### config.mk
export PLATFORM = sky130hd
export DESIGN_NAME = dmacas_top
export DESIGN_NICKNAME = d
export VERILOG_FILES = /design/src/logic/dmacas_pkg.sv /design/src/logic/dmacas_top.sv /design/src/logic/dmacas_chan.sv /design/src/logic/dmacas_irq.sv
export VERILOG_INCLUDE_DIRS = /design/src /design/src/logic
export SDC_FILE = /design/constraint.sdc
export NUM_CORES = 2
export LEC_CHECK = 0
export BUFFER_PORTS_ARGS = -buffer_cell sky130_fd_sc_hd__buf_2
export CAP_MARGIN = 20
export CORE_MARGIN = 4
export CORE_UTILIZATION = 45
export DETAILED_ROUTE_END_ITERATION = 10
export GPL_ROUTABILITY_DRIVEN = 0
export PLACE_DENSITY = 0.67
export REMOVE_ABC_BUFFERS = 1
export SLEW_MARGIN = 10
export SYNTH_ARGS = -nofsm -noshare
export SYNTH_HDL_FRONTEND = slang
export SYNTH_SLANG_ARGS = --single-unit
### constraint.sdc
create_clock -name clk -period 16.55 [get_ports clk]
set_input_delay 0.8275 -clock clk [delete_from_list [all_inputs] [get_ports clk]]
set_output_delay 0.8275 -clock clk [all_outputs]
set_load 0.01 [all_outputs]
### src/logic/dmacas_defines.svh
// register map, field positions and reset values of the dma address block
`ifndef DMACAS_DEFINES_SVH
`define DMACAS_DEFINES_SVH

// ----------------------------------------------------------------
// geometry
// ----------------------------------------------------------------
`define DMACAS_NCH 4
`define DMACAS_ADDR_W 24
`define DMACAS_PAD_W 16
`define DMACAS_CNT_W 14

// ----------------------------------------------------------------
// per channel window: adr[11:9]=0, adr[8]=0, adr[7:6]=channel
// ----------------------------------------------------------------
`define DMACAS_OFS_CTRL 6'h00
`define DMACAS_OFS_PRI_HI 6'h04
`define DMACAS_OFS_PRI_LO 6'h08
`define DMACAS_OFS_SEC_HI 6'h0c
`define DMACAS_OFS_SEC_LO 6'h10
`define DMACAS_OFS_PAD 6'h14
`define DMACAS_OFS_CNT 6'h18

// ----------------------------------------------------------------
// shared window: adr[11:8]=1
// ----------------------------------------------------------------
`define DMACAS_SHARED_PAGE 4'h1
`define DMACAS_OFS_RECENT_HI 8'h00
`define DMACAS_OFS_RECENT_LO 8'h04
`define DMACAS_OFS_PERIPH_WRITE_COLLISION_FLAG 8'h08
`define DMACAS_OFS_REQUEST_COLLISION_FLAG 8'h0c
`define DMACAS_OFS_LASTCH 8'h10
`define DMACAS_OFS_PPSEL 8'h14
`define DMACAS_OFS_IRQ_STAT 8'h18
`define DMACAS_OFS_IRQ_MASK 8'h1c

// ----------------------------------------------------------------
// control register fields
// ----------------------------------------------------------------
`define DMACAS_BIT_EN 0
`define DMACAS_BIT_DIR 1
`define DMACAS_MODE_LSB 4
`define DMACAS_BIT_FORCE 8

// ----------------------------------------------------------------
// reset values and codes
// ----------------------------------------------------------------
`define DMACAS_LASTCH_NONE 4'hf
`define DMACAS_MODE_ONESHOT 2'h1
`define DMACAS_MODE_ONESHOT_PP 2'h3
`define DMACAS_IRQ_W 8

`endif

### src/logic/dmacas_pkg.sv
// types shared by the dma address and status block
package dmacas_pkg;

	typedef enum logic [1:0] {
		DMACAS_IDLE = 2'b01,
		DMACAS_BUSY = 2'b10
	} dmacas_state_e;

	typedef struct packed {
		dmacas_state_e st;
		logic [3:0] en;
		logic [3:0] dir;
		logic [3:0] frc;
		logic [3:0] pend;
		logic [3:0] periph_write_collision_flag;
		logic [3:0] request_collision_flag;
		logic [3:0][1:0] mode;
		logic [3:0][23:0] pri;
		logic [3:0][23:0] sec;
		logic [3:0][15:0] pad;
		logic [3:0][13:0] cnt;
		logic [23:0] recent;
		logic [3:0] last_ch;
		logic [1:0] cur;
		logic cur_forced;
		logic ack;
		logic [31:0] rdat;
		logic xreq;
		logic [23:0] xram;
		logic [15:0] xpad;
		logic xdir;
	} dmacas_main_s;

endpackage

### src/logic/dmacas_top.sv
// four channel dma address, count and shared status registers
// ----------------------------------------------------------------
// Notes on behaviour
// each channel keeps a 24-bit primary base, high byte and low word
// each channel keeps a 24-bit secondary base, split the same way
// each channel keeps a 16-bit read-write peripheral address
// software leaves address and count alone while the channel runs
// 14-bit count; a block moves count plus one transfers
// unused upper bits of high, count and status registers read zero
// most recent ram address, 24 bits, read only, resets to zero
// one sticky peripheral write collision flag per channel, bits 3..0
// request collision flag sets when force meets an interrupt request
// last channel field reads all ones until the first transfer
// ping-pong flag per channel, one means secondary buffer selected
// reset clears addresses, counts and flags, last channel to ones
// direction set reads ram and writes peripheral, clear is reverse
// ping-pong channels swap base address after each block
// two-bit mode selects continuous or one-shot, ping-pong on or off
// force starts one transfer; only hardware clears it (the code also clears it when software clears enable)
// every transfer updates recent address and last channel
// ----------------------------------------------------------------
//
// Added by the designer: the register offsets and the Wishbone slave port.
`timescale 1ns/1ps
`include "dmacas_defines.svh"
module dmacas_top import dmacas_pkg::*; #(
	parameter int NCH = `DMACAS_NCH,
	parameter int CNT_W = `DMACAS_CNT_W
) (
	// clock and reset
	input wire logic clk,
	input wire logic rst,
	// wishbone slave
	input wire logic wb_cyc_i,
	input wire logic wb_stb_i,
	input wire logic wb_we_i,
	input wire logic [11:0] wb_adr_i,
	input wire logic [3:0] wb_sel_i,
	input wire logic [31:0] wb_dat_i,
	output logic [31:0] wb_dat_o,
	output logic wb_ack_o,
	// peripheral side events
	input wire logic [3:0] periph_req,
	input wire logic [3:0] periph_wcol,
	// transfer port to the data bus
	output logic xfer_req,
	output logic [23:0] xfer_ram_addr,
	output logic [15:0] xfer_periph_addr,
	output logic xfer_dir,
	output logic [1:0] xfer_chan,
	input wire logic xfer_ack,
	// interrupt
	output logic irq
);
	// ----------------------------------------------------------------
	// helpers
	// ----------------------------------------------------------------
	function automatic logic [31:0] dmacas_merge(input logic [31:0] old,
		input logic [31:0] wd, input logic [3:0] sel);
		logic [31:0] r;
		r = old;
		for (int b = 0; b < 4; b++) begin
			if (sel[b]) begin
				r[8*b +: 8] = wd[8*b +: 8];
			end
		end
		return r;
	endfunction

	function automatic logic [23:0] dmacas_ram_addr(input logic pp,
		input logic [23:0] pri, input logic [23:0] sec,
		input logic [13:0] idx);
		return (pp ? sec : pri) + {10'h000, idx};
	endfunction

	// ----------------------------------------------------------------
	// state
	// ----------------------------------------------------------------
	dmacas_main_s s_ff;
	dmacas_main_s nxt_s;

	logic [3:0][13:0] idx;
	logic [3:0] pp;
	logic [3:0] done;
	logic [3:0] stop;
	logic [3:0] step;
	logic [3:0] rq_evt;
	logic [7:0] irq_status;
	logic [7:0] irq_mask;
	logic [31:0] rd_val;
	logic [1:0] acc_ch;
	logic chan_win;
	logic shared_win;
	logic wr_commit;
	logic irq_clr_we;
	logic irq_mask_we;
	logic [31:0] irq_wd;

	assign acc_ch = wb_adr_i[7:6];
	assign chan_win = (wb_adr_i[11:8] == 4'h0);
	assign shared_win = (wb_adr_i[11:8] == `DMACAS_SHARED_PAGE);
	// writes commit on the edge where the master sees ack
	assign wr_commit = wb_cyc_i && wb_stb_i && s_ff.ack && wb_we_i;
	assign irq_clr_we = wr_commit && shared_win &&
		(wb_adr_i[7:0] == `DMACAS_OFS_IRQ_STAT);
	assign irq_mask_we = wr_commit && shared_win &&
		(wb_adr_i[7:0] == `DMACAS_OFS_IRQ_MASK);
	assign irq_wd = dmacas_merge(32'h0, wb_dat_i, wb_sel_i);

	// ----------------------------------------------------------------
	// channel sequencers and interrupt bank
	// ----------------------------------------------------------------
	genvar gi;
	generate
		for (gi = 0; gi < NCH; gi++) begin : g_ch
			assign step[gi] = (s_ff.st == DMACAS_BUSY) && xfer_ack &&
				(s_ff.cur == 2'(gi)) && !s_ff.cur_forced;
			// request collision: force pending meets a peripheral request
			assign rq_evt[gi] = periph_req[gi] && s_ff.en[gi] &&
				s_ff.frc[gi];
			dmacas_chan #(.CNT_W(CNT_W)) u_chan (
				.clk(clk),
				.rst(rst),
				.en(s_ff.en[gi]),
				.mode(s_ff.mode[gi]),
				.cnt(s_ff.cnt[gi]),
				.step(step[gi]),
				.idx(idx[gi]),
				.pp_sel(pp[gi]),
				.block_done(done[gi]),
				.stop(stop[gi])
			);
		end
	endgenerate

	dmacas_irq #(.W(`DMACAS_IRQ_W)) u_irq (
		.clk(clk),
		.rst(rst),
		.evt({rq_evt, done}),
		.clr_we(irq_clr_we),
		.mask_we(irq_mask_we),
		.wdat(irq_wd[`DMACAS_IRQ_W-1:0]),
		.status(irq_status),
		.mask(irq_mask),
		.irq(irq)
	);

	// ----------------------------------------------------------------
	// register read mux
	// ----------------------------------------------------------------
	always_comb begin
		rd_val = 32'h0;
		if (chan_win) begin
			case (wb_adr_i[5:0])
				`DMACAS_OFS_CTRL: begin
					rd_val[`DMACAS_BIT_EN] = s_ff.en[acc_ch];
					rd_val[`DMACAS_BIT_DIR] = s_ff.dir[acc_ch];
					rd_val[`DMACAS_MODE_LSB +: 2] = s_ff.mode[acc_ch];
					rd_val[`DMACAS_BIT_FORCE] = s_ff.frc[acc_ch];
				end
				`DMACAS_OFS_PRI_HI: rd_val[7:0] = s_ff.pri[acc_ch][23:16];
				`DMACAS_OFS_PRI_LO: rd_val[15:0] = s_ff.pri[acc_ch][15:0];
				`DMACAS_OFS_SEC_HI: rd_val[7:0] = s_ff.sec[acc_ch][23:16];
				`DMACAS_OFS_SEC_LO: rd_val[15:0] = s_ff.sec[acc_ch][15:0];
				`DMACAS_OFS_PAD: rd_val[15:0] = s_ff.pad[acc_ch];
				`DMACAS_OFS_CNT: rd_val[13:0] = s_ff.cnt[acc_ch];
				default: rd_val = 32'h0;
			endcase
		end else if (shared_win) begin
			case (wb_adr_i[7:0])
				`DMACAS_OFS_RECENT_HI: rd_val[7:0] = s_ff.recent[23:16];
				`DMACAS_OFS_RECENT_LO: rd_val[15:0] = s_ff.recent[15:0];
				`DMACAS_OFS_PERIPH_WRITE_COLLISION_FLAG: rd_val[3:0] = s_ff.periph_write_collision_flag;
				`DMACAS_OFS_REQUEST_COLLISION_FLAG: rd_val[3:0] = s_ff.request_collision_flag;
				`DMACAS_OFS_LASTCH: rd_val[3:0] = s_ff.last_ch;
				`DMACAS_OFS_PPSEL: rd_val[3:0] = pp;
				`DMACAS_OFS_IRQ_STAT: rd_val[7:0] = irq_status;
				`DMACAS_OFS_IRQ_MASK: rd_val[7:0] = irq_mask;
				default: rd_val = 32'h0;
			endcase
		end
	end

	// ----------------------------------------------------------------
	// next state
	// ----------------------------------------------------------------
	always_comb begin
		logic [31:0] m;
		logic [1:0] pick;
		logic found;
		m = 32'h0;
		pick = 2'h0;
		found = 1'b0;
		nxt_s = s_ff;
		// single cycle wishbone answer, one cycle after the request
		nxt_s.ack = wb_cyc_i && wb_stb_i && !s_ff.ack;
		if (nxt_s.ack) begin
			nxt_s.rdat = rd_val;
		end
		// software writes
		if (wr_commit && chan_win) begin
			case (wb_adr_i[5:0])
				`DMACAS_OFS_CTRL: begin
					m = dmacas_merge({23'h0, s_ff.frc[acc_ch], 2'h0,
						s_ff.mode[acc_ch], 2'h0, s_ff.dir[acc_ch],
						s_ff.en[acc_ch]}, wb_dat_i, wb_sel_i);
					nxt_s.en[acc_ch] = m[`DMACAS_BIT_EN];
					nxt_s.dir[acc_ch] = m[`DMACAS_BIT_DIR];
					nxt_s.mode[acc_ch] = m[`DMACAS_MODE_LSB +: 2];
					// software may set force; a zero here keeps it, but clearing enable drops it
					if (m[`DMACAS_BIT_FORCE]) begin
						nxt_s.frc[acc_ch] = 1'b1;
					end
				end
				`DMACAS_OFS_PRI_HI: begin
					m = dmacas_merge({24'h0, s_ff.pri[acc_ch][23:16]},
						wb_dat_i, wb_sel_i);
					nxt_s.pri[acc_ch][23:16] = m[7:0];
				end
				`DMACAS_OFS_PRI_LO: begin
					m = dmacas_merge({16'h0, s_ff.pri[acc_ch][15:0]},
						wb_dat_i, wb_sel_i);
					nxt_s.pri[acc_ch][15:0] = m[15:0];
				end
				`DMACAS_OFS_SEC_HI: begin
					m = dmacas_merge({24'h0, s_ff.sec[acc_ch][23:16]},
						wb_dat_i, wb_sel_i);
					nxt_s.sec[acc_ch][23:16] = m[7:0];
				end
				`DMACAS_OFS_SEC_LO: begin
					m = dmacas_merge({16'h0, s_ff.sec[acc_ch][15:0]},
						wb_dat_i, wb_sel_i);
					nxt_s.sec[acc_ch][15:0] = m[15:0];
				end
				`DMACAS_OFS_PAD: begin
					// no guard while enabled: that is software's duty
					m = dmacas_merge({16'h0, s_ff.pad[acc_ch]}, wb_dat_i,
						wb_sel_i);
					nxt_s.pad[acc_ch] = m[15:0];
				end
				`DMACAS_OFS_CNT: begin
					m = dmacas_merge({18'h0, s_ff.cnt[acc_ch]}, wb_dat_i,
						wb_sel_i);
					nxt_s.cnt[acc_ch] = m[13:0];
				end
				default: nxt_s.cnt = s_ff.cnt;
			endcase
		end
		// peripheral events
		for (int i = 0; i < NCH; i++) begin
			nxt_s.periph_write_collision_flag[i] = s_ff.periph_write_collision_flag[i] | periph_wcol[i];
			if (rq_evt[i]) begin
				// the forced transfer wins, the request is dropped
				nxt_s.request_collision_flag[i] = 1'b1;
			end else if (periph_req[i] && s_ff.en[i]) begin
				nxt_s.pend[i] = 1'b1;
			end
		end
		// transfer sequencer
		case (s_ff.st)
			DMACAS_IDLE: begin
				// fixed priority, lowest channel first
				for (int i = NCH - 1; i >= 0; i--) begin
					if (s_ff.en[i] && (s_ff.pend[i] || s_ff.frc[i])) begin
						pick = 2'(i);
						found = 1'b1;
					end
				end
				if (found) begin
					nxt_s.cur = pick;
					nxt_s.cur_forced = !s_ff.pend[pick];
					nxt_s.xreq = 1'b1;
					nxt_s.xram = dmacas_ram_addr(pp[pick], s_ff.pri[pick],
						s_ff.sec[pick], idx[pick]);
					nxt_s.xpad = s_ff.pad[pick];
					nxt_s.xdir = s_ff.dir[pick];
					nxt_s.st = DMACAS_BUSY;
				end
			end
			DMACAS_BUSY: begin
				if (xfer_ack) begin
					nxt_s.xreq = 1'b0;
					nxt_s.recent = s_ff.xram;
					nxt_s.last_ch = {2'h0, s_ff.cur};
					if (s_ff.cur_forced) begin
						nxt_s.frc[s_ff.cur] = 1'b0;
					end else begin
						nxt_s.pend[s_ff.cur] = 1'b0;
					end
					nxt_s.st = DMACAS_IDLE;
				end
			end
			default: nxt_s.st = DMACAS_IDLE;
		endcase
		// one-shot end and disable
		for (int i = 0; i < NCH; i++) begin
			if (stop[i]) begin
				nxt_s.en[i] = 1'b0;
			end
			if (!nxt_s.en[i]) begin
				nxt_s.frc[i] = 1'b0;
				nxt_s.pend[i] = 1'b0;
			end
		end
	end

	always_ff @(posedge clk or posedge rst) begin
		if (rst) begin
			s_ff <= '0;
			s_ff.st <= DMACAS_IDLE;
			s_ff.last_ch <= `DMACAS_LASTCH_NONE;
		end else begin
			s_ff <= nxt_s;
		end
	end

	// ----------------------------------------------------------------
	// outputs
	// ----------------------------------------------------------------
	assign wb_dat_o = s_ff.rdat;
	assign wb_ack_o = s_ff.ack;
	assign xfer_req = s_ff.xreq;
	assign xfer_ram_addr = s_ff.xram;
	assign xfer_periph_addr = s_ff.xpad;
	assign xfer_dir = s_ff.xdir;
	assign xfer_chan = s_ff.cur;
endmodule

### src/logic/dmacas_chan.sv
// per channel block position and ping-pong buffer selection
`timescale 1ns/1ps
`include "dmacas_defines.svh"
module dmacas_chan import dmacas_pkg::*; #(
	parameter int CNT_W = `DMACAS_CNT_W
) (
	// clock and reset
	input wire logic clk,
	input wire logic rst,
	// channel setup
	input wire logic en,
	input wire logic [1:0] mode,
	input wire logic [CNT_W-1:0] cnt,
	// transfer completion
	input wire logic step,
	// position and block status
	output logic [CNT_W-1:0] idx,
	output logic pp_sel,
	output logic block_done,
	output logic stop
);
	typedef struct packed {
		logic [CNT_W-1:0] idx;
		logic pp;
	} dmacas_chan_s;

	dmacas_chan_s s_ff;
	dmacas_chan_s nxt_s;

	// one extra transfer: the block ends when idx equals cnt
	assign block_done = step && (s_ff.idx == cnt);
	// one-shot stops after one block, or after the second buffer
	assign stop = block_done && ((mode == `DMACAS_MODE_ONESHOT) ||
		(mode == `DMACAS_MODE_ONESHOT_PP && s_ff.pp));
	assign idx = s_ff.idx;
	assign pp_sel = s_ff.pp;

	always_comb begin
		nxt_s = s_ff;
		if (!en) begin
			// a fresh enable restarts from the primary buffer
			nxt_s = '0;
		end else if (block_done) begin
			nxt_s.idx = '0;
			if (mode[1]) begin
				nxt_s.pp = ~s_ff.pp;
			end
		end else if (step) begin
			nxt_s.idx = s_ff.idx + 1'b1;
		end
	end

	always_ff @(posedge clk or posedge rst) begin
		if (rst) begin
			s_ff <= '0;
		end else begin
			s_ff <= nxt_s;
		end
	end
endmodule

### src/logic/dmacas_irq.sv
// sticky event status with mask and level interrupt
`timescale 1ns/1ps
`include "dmacas_defines.svh"
module dmacas_irq import dmacas_pkg::*; #(
	parameter int W = `DMACAS_IRQ_W
) (
	// clock and reset
	input wire logic clk,
	input wire logic rst,
	// events
	input wire logic [W-1:0] evt,
	// software access
	input wire logic clr_we,
	input wire logic mask_we,
	input wire logic [W-1:0] wdat,
	// state
	output logic [W-1:0] status,
	output logic [W-1:0] mask,
	output logic irq
);
	typedef struct packed {
		logic [W-1:0] status;
		logic [W-1:0] mask;
	} dmacas_irq_s;

	dmacas_irq_s s_ff;
	dmacas_irq_s nxt_s;

	always_comb begin
		nxt_s = s_ff;
		if (clr_we) begin
			nxt_s.status = s_ff.status & ~wdat;
		end
		if (mask_we) begin
			nxt_s.mask = wdat;
		end
		// an event in the clearing cycle is kept
		nxt_s.status = nxt_s.status | evt;
	end

	always_ff @(posedge clk or posedge rst) begin
		if (rst) begin
			s_ff <= '0;
		end else begin
			s_ff <= nxt_s;
		end
	end

	assign status = s_ff.status;
	assign mask = s_ff.mask;
	assign irq = |(s_ff.status & s_ff.mask);
endmodule

==> flow_summary.yaml <==
power_and_ir_drop:
  p_per_area_nw_per_um2: 87.3
  ir_drop_v: 0.0000754
  p_total_w: 0.00263
  p_leak_nw: 13.2
floorplan:
  die-area_um2: 64800
  die_y_um: 255
  chipWidth_um: 255
  core_um2: 60200
  start_util: 0.454
  ios: 140
  rows: 90
sta:
  fin_crit_ns: 6.61
  clock.fmax_mhz: 151
  skew_ns: 0.0251
  setup_violations: 0
  post-route-period-util: 0.399
  fin_tns_setup_ns: 0
  worst_pin_slew_ns: 1.26
  hold_viol: 0
  grt_setup_unrepaired: "no"
  maxSlewViolCount: 0
  worst_slack_ns: 9.94
  hold-worst-slack_ns: 0.397
  maxSlewHeadroom: 0.157
grt:
  grt_antenna_before_repair: 2
  grt_util_all_layers: 0.286
  grt_max_degree: 179
  first_global_vias: 23100
  grt_first_pass_wirelength_um: 141000
  globalRouteOverflowTotal: 0
clocking:
  path_clk_slew_ns: 0.06
  post_cts_resized: 0
  htree_num_levels: 2
  numClockSinks: 511
  cts_tree: "yes"
  clockBufferDepth: 3
  clk_latency_ns: 0.62
  clockRootBuffer: "clkbuf_16"
  hold_buffers: 0
  cts_buffers: 55
  post-cts-setup-buffers: 0
setup_path:
  r2r-end: "xfer_ram_addr[18]$_DFFE_PP0P_"
  path_cells: "o21a_1 > nor2_1 > o21ai_4 > buf_4 > and3_1 > a31oi_1 > ha_1 > fa_1 > a21o_1 > a21boi_0 > o21ai_0 > a21oi_1 > a21oi_1 > o21ai_1 > nor4_1 > o31ai_1"
  cp-start-kind: "register"
  cp_data_arrival_time_ns: 7.12
  r2r_slack_ns: 9.94
  crit_buf_inv: 1
  criticalPathCategory: "register to register"
  end_kind: "register"
  r2r-start: "s_ff[448]$_DFF_PP0_"
  cp_top_family: "compound AO/OA/AOI/OAI gates"
  critPathMaxFanout: 44
  crit_slowest_cell: "o21ai_1"
  slowest_delay_ns: 0.91
  ff2ff_path_depth: 16
  cp_common_cell: "a21oi_1"
  critPathRequiredTime_ns: 17.06
synthesis:
  yosys_register_bits: 511
  synth_ff_type: "dfrtp_1"
  syn_inst: 3023
  syn_area_um2: 27400
  synthTopCellsByArea: "dfrtp_1 (46%), nand2_1 (9.4%), mux4_2 (7.8%), a21oi_1 (4.8%), o21ai_0 (4.6%)"
  yosysTopAreaCellShare: 0.464
  synth_cell_types: 73
  synth-edff-count: 0
  synth_area_per_cell_um2: 9.05
  yosys_warnings: 0
  synth_top_cell_by_area: "dfrtp_1"
  async_flop_share: 1.00
  seq_area_frac_synth: 0.467
  synth_common_cells: "nand2_1 (684), dfrtp_1 (507), nor2_1 (271), a21oi_1 (265), o21ai_0 (253)"
  synthMostInstantiatedCell: "nand2_1"
finish:
  area_growth_syn_to_layout_pct: 9.91
  drive_above_1_share: 0.131
  fin_area_um2: 30100
  nets: 3071
min_path:
  hold_class: "input port to asynchronous set/reset pin"
drt:
  num_vias: 23700
  wl_per_cell_um: 24.6
  drtPass1Iterations: 8
  drcViolationCount: 0
  drtIter0Drc: 3420
  via_per_inst: 6.21
  antenna_left: 0
  drt-total-wl_um: 93800
placement:
  port_buffers: 105
  post-place-ws_ns: 10.12
  placed_area_um2: 28100
  dp_hpwl_um: 63800
run_status:
  status: "finished clean"
flow_run:
  max_cap_violations: 0
==> report_power, final <==
group          internal [W]  total, W  switching [W]
Sequential          0.00125   0.00125    0.000000594
Combinational     0.0000221  0.000102      0.0000799
Clock              0.000753   0.00127       0.000519
Total               0.00203   0.00263       0.000600
==> cell usage in the layout, fill, tap and decap left out, types with 7 or more instances in the layout <==
cell       instances
nand2_1          684
dfrtp_1          507
nor2_1           267
a21oi_1          265
o21ai_0          252
nand3_1          152
buf_2            103
mux4_2            95
xor2_1            83
clkbuf_16         57
buf_4             52
a22oi_1           46
xnor2_1           41
mux2i_1           39
nand4_1           28
and3_1            23
nor3_1            22
a31oi_1           21
inv_1             18
ha_1              18
clkbuf_1          18
clkbuf_8          17
nor4_1            16
conb_1            16
mux2_2            12
nand2b_1          11
and2_1            10
or3_1              9
nor3_2             8
a211oi_1           8
or2_2              7
a21o_1             7
==> sequential cells by signal, indices dropped and copies added (netlist names), 2 cells and up <==
signal,cells
xfer_periph_addr,16
g_ch.u_chan.idx,56
g_ch.u_chan.pp_sel,4
u_irq.status,8
xfer_ram_addr,24
xfer_chan,2
u_irq.mask,8
s_ff,374
wb_dat_o,16
==> cells by family after synthesis <==
logic type,count (synthesis),share of synthesized area
compound gates,673,0.141
xor+xnor,124,0.0397
fa+ha+maj,19,0.00896
buf+inv,286,0.0506
flops,511,0.467
mux,147,0.0979
other cells,1,0.000137
simple gates,1262,0.194
==> worst max path at each step <==
stage	start	end	depth (start not counted)
global placement	s_ff[448]$_DFF_PP0_	xfer_ram_addr[18]$_DFFE_PP0P_	16
detailed placement	s_ff[448]$_DFF_PP0_	xfer_ram_addr[18]$_DFFE_PP0P_	16
finish	s_ff[448]$_DFF_PP0_	xfer_ram_addr[18]$_DFFE_PP0P_	16
CTS	s_ff[448]$_DFF_PP0_	xfer_ram_addr[18]$_DFFE_PP0P_	16
floorplan	rst	g_ch[0].u_chan.idx[0]$_DFFE_PP0P_	1
global route	s_ff[448]$_DFF_PP0_	xfer_ram_addr[18]$_DFFE_PP0P_	17
==> layer usage <==
| layer | part of all wire | up-vias | global-route usage | routed length [µm] |
|---|---|---|---|---|
| li1 | - | 10400 | - | - |
| met1 | 0.38 | 11500 | 0.378 | 35500 |
| met2 | 0.44 | 1597 | 0.435 | 41200 |
| met3 | 0.13 | 300 | 0.0818 | 12000 |
| met4 | 0.055 | 0 | 0.141 | 5150 |
| met5 | 0 | - | 0 | 0 |
==> area by class of cell <==
class	instances	area, µm²
antenna	1	2.50
tap	782	978
timing repair buffer	161	1030
clock inverter	11	136
sequential	511	12800
fill	5457	30200
inverter	20	82.6
clock buffer	92	1730
multi-input combinational	2241	13300
==> through the flow <==
stage / cells / utilization
floorplan: 2772 / -
global placement: 3711 / 0.467
detailed placement: 3712 / 0.467
CTS: 3815 / 0.498
global route: 3818 / 0.499
finish: 3819 / 0.499
No activity file was read; power rests on OpenSTA's default activity.
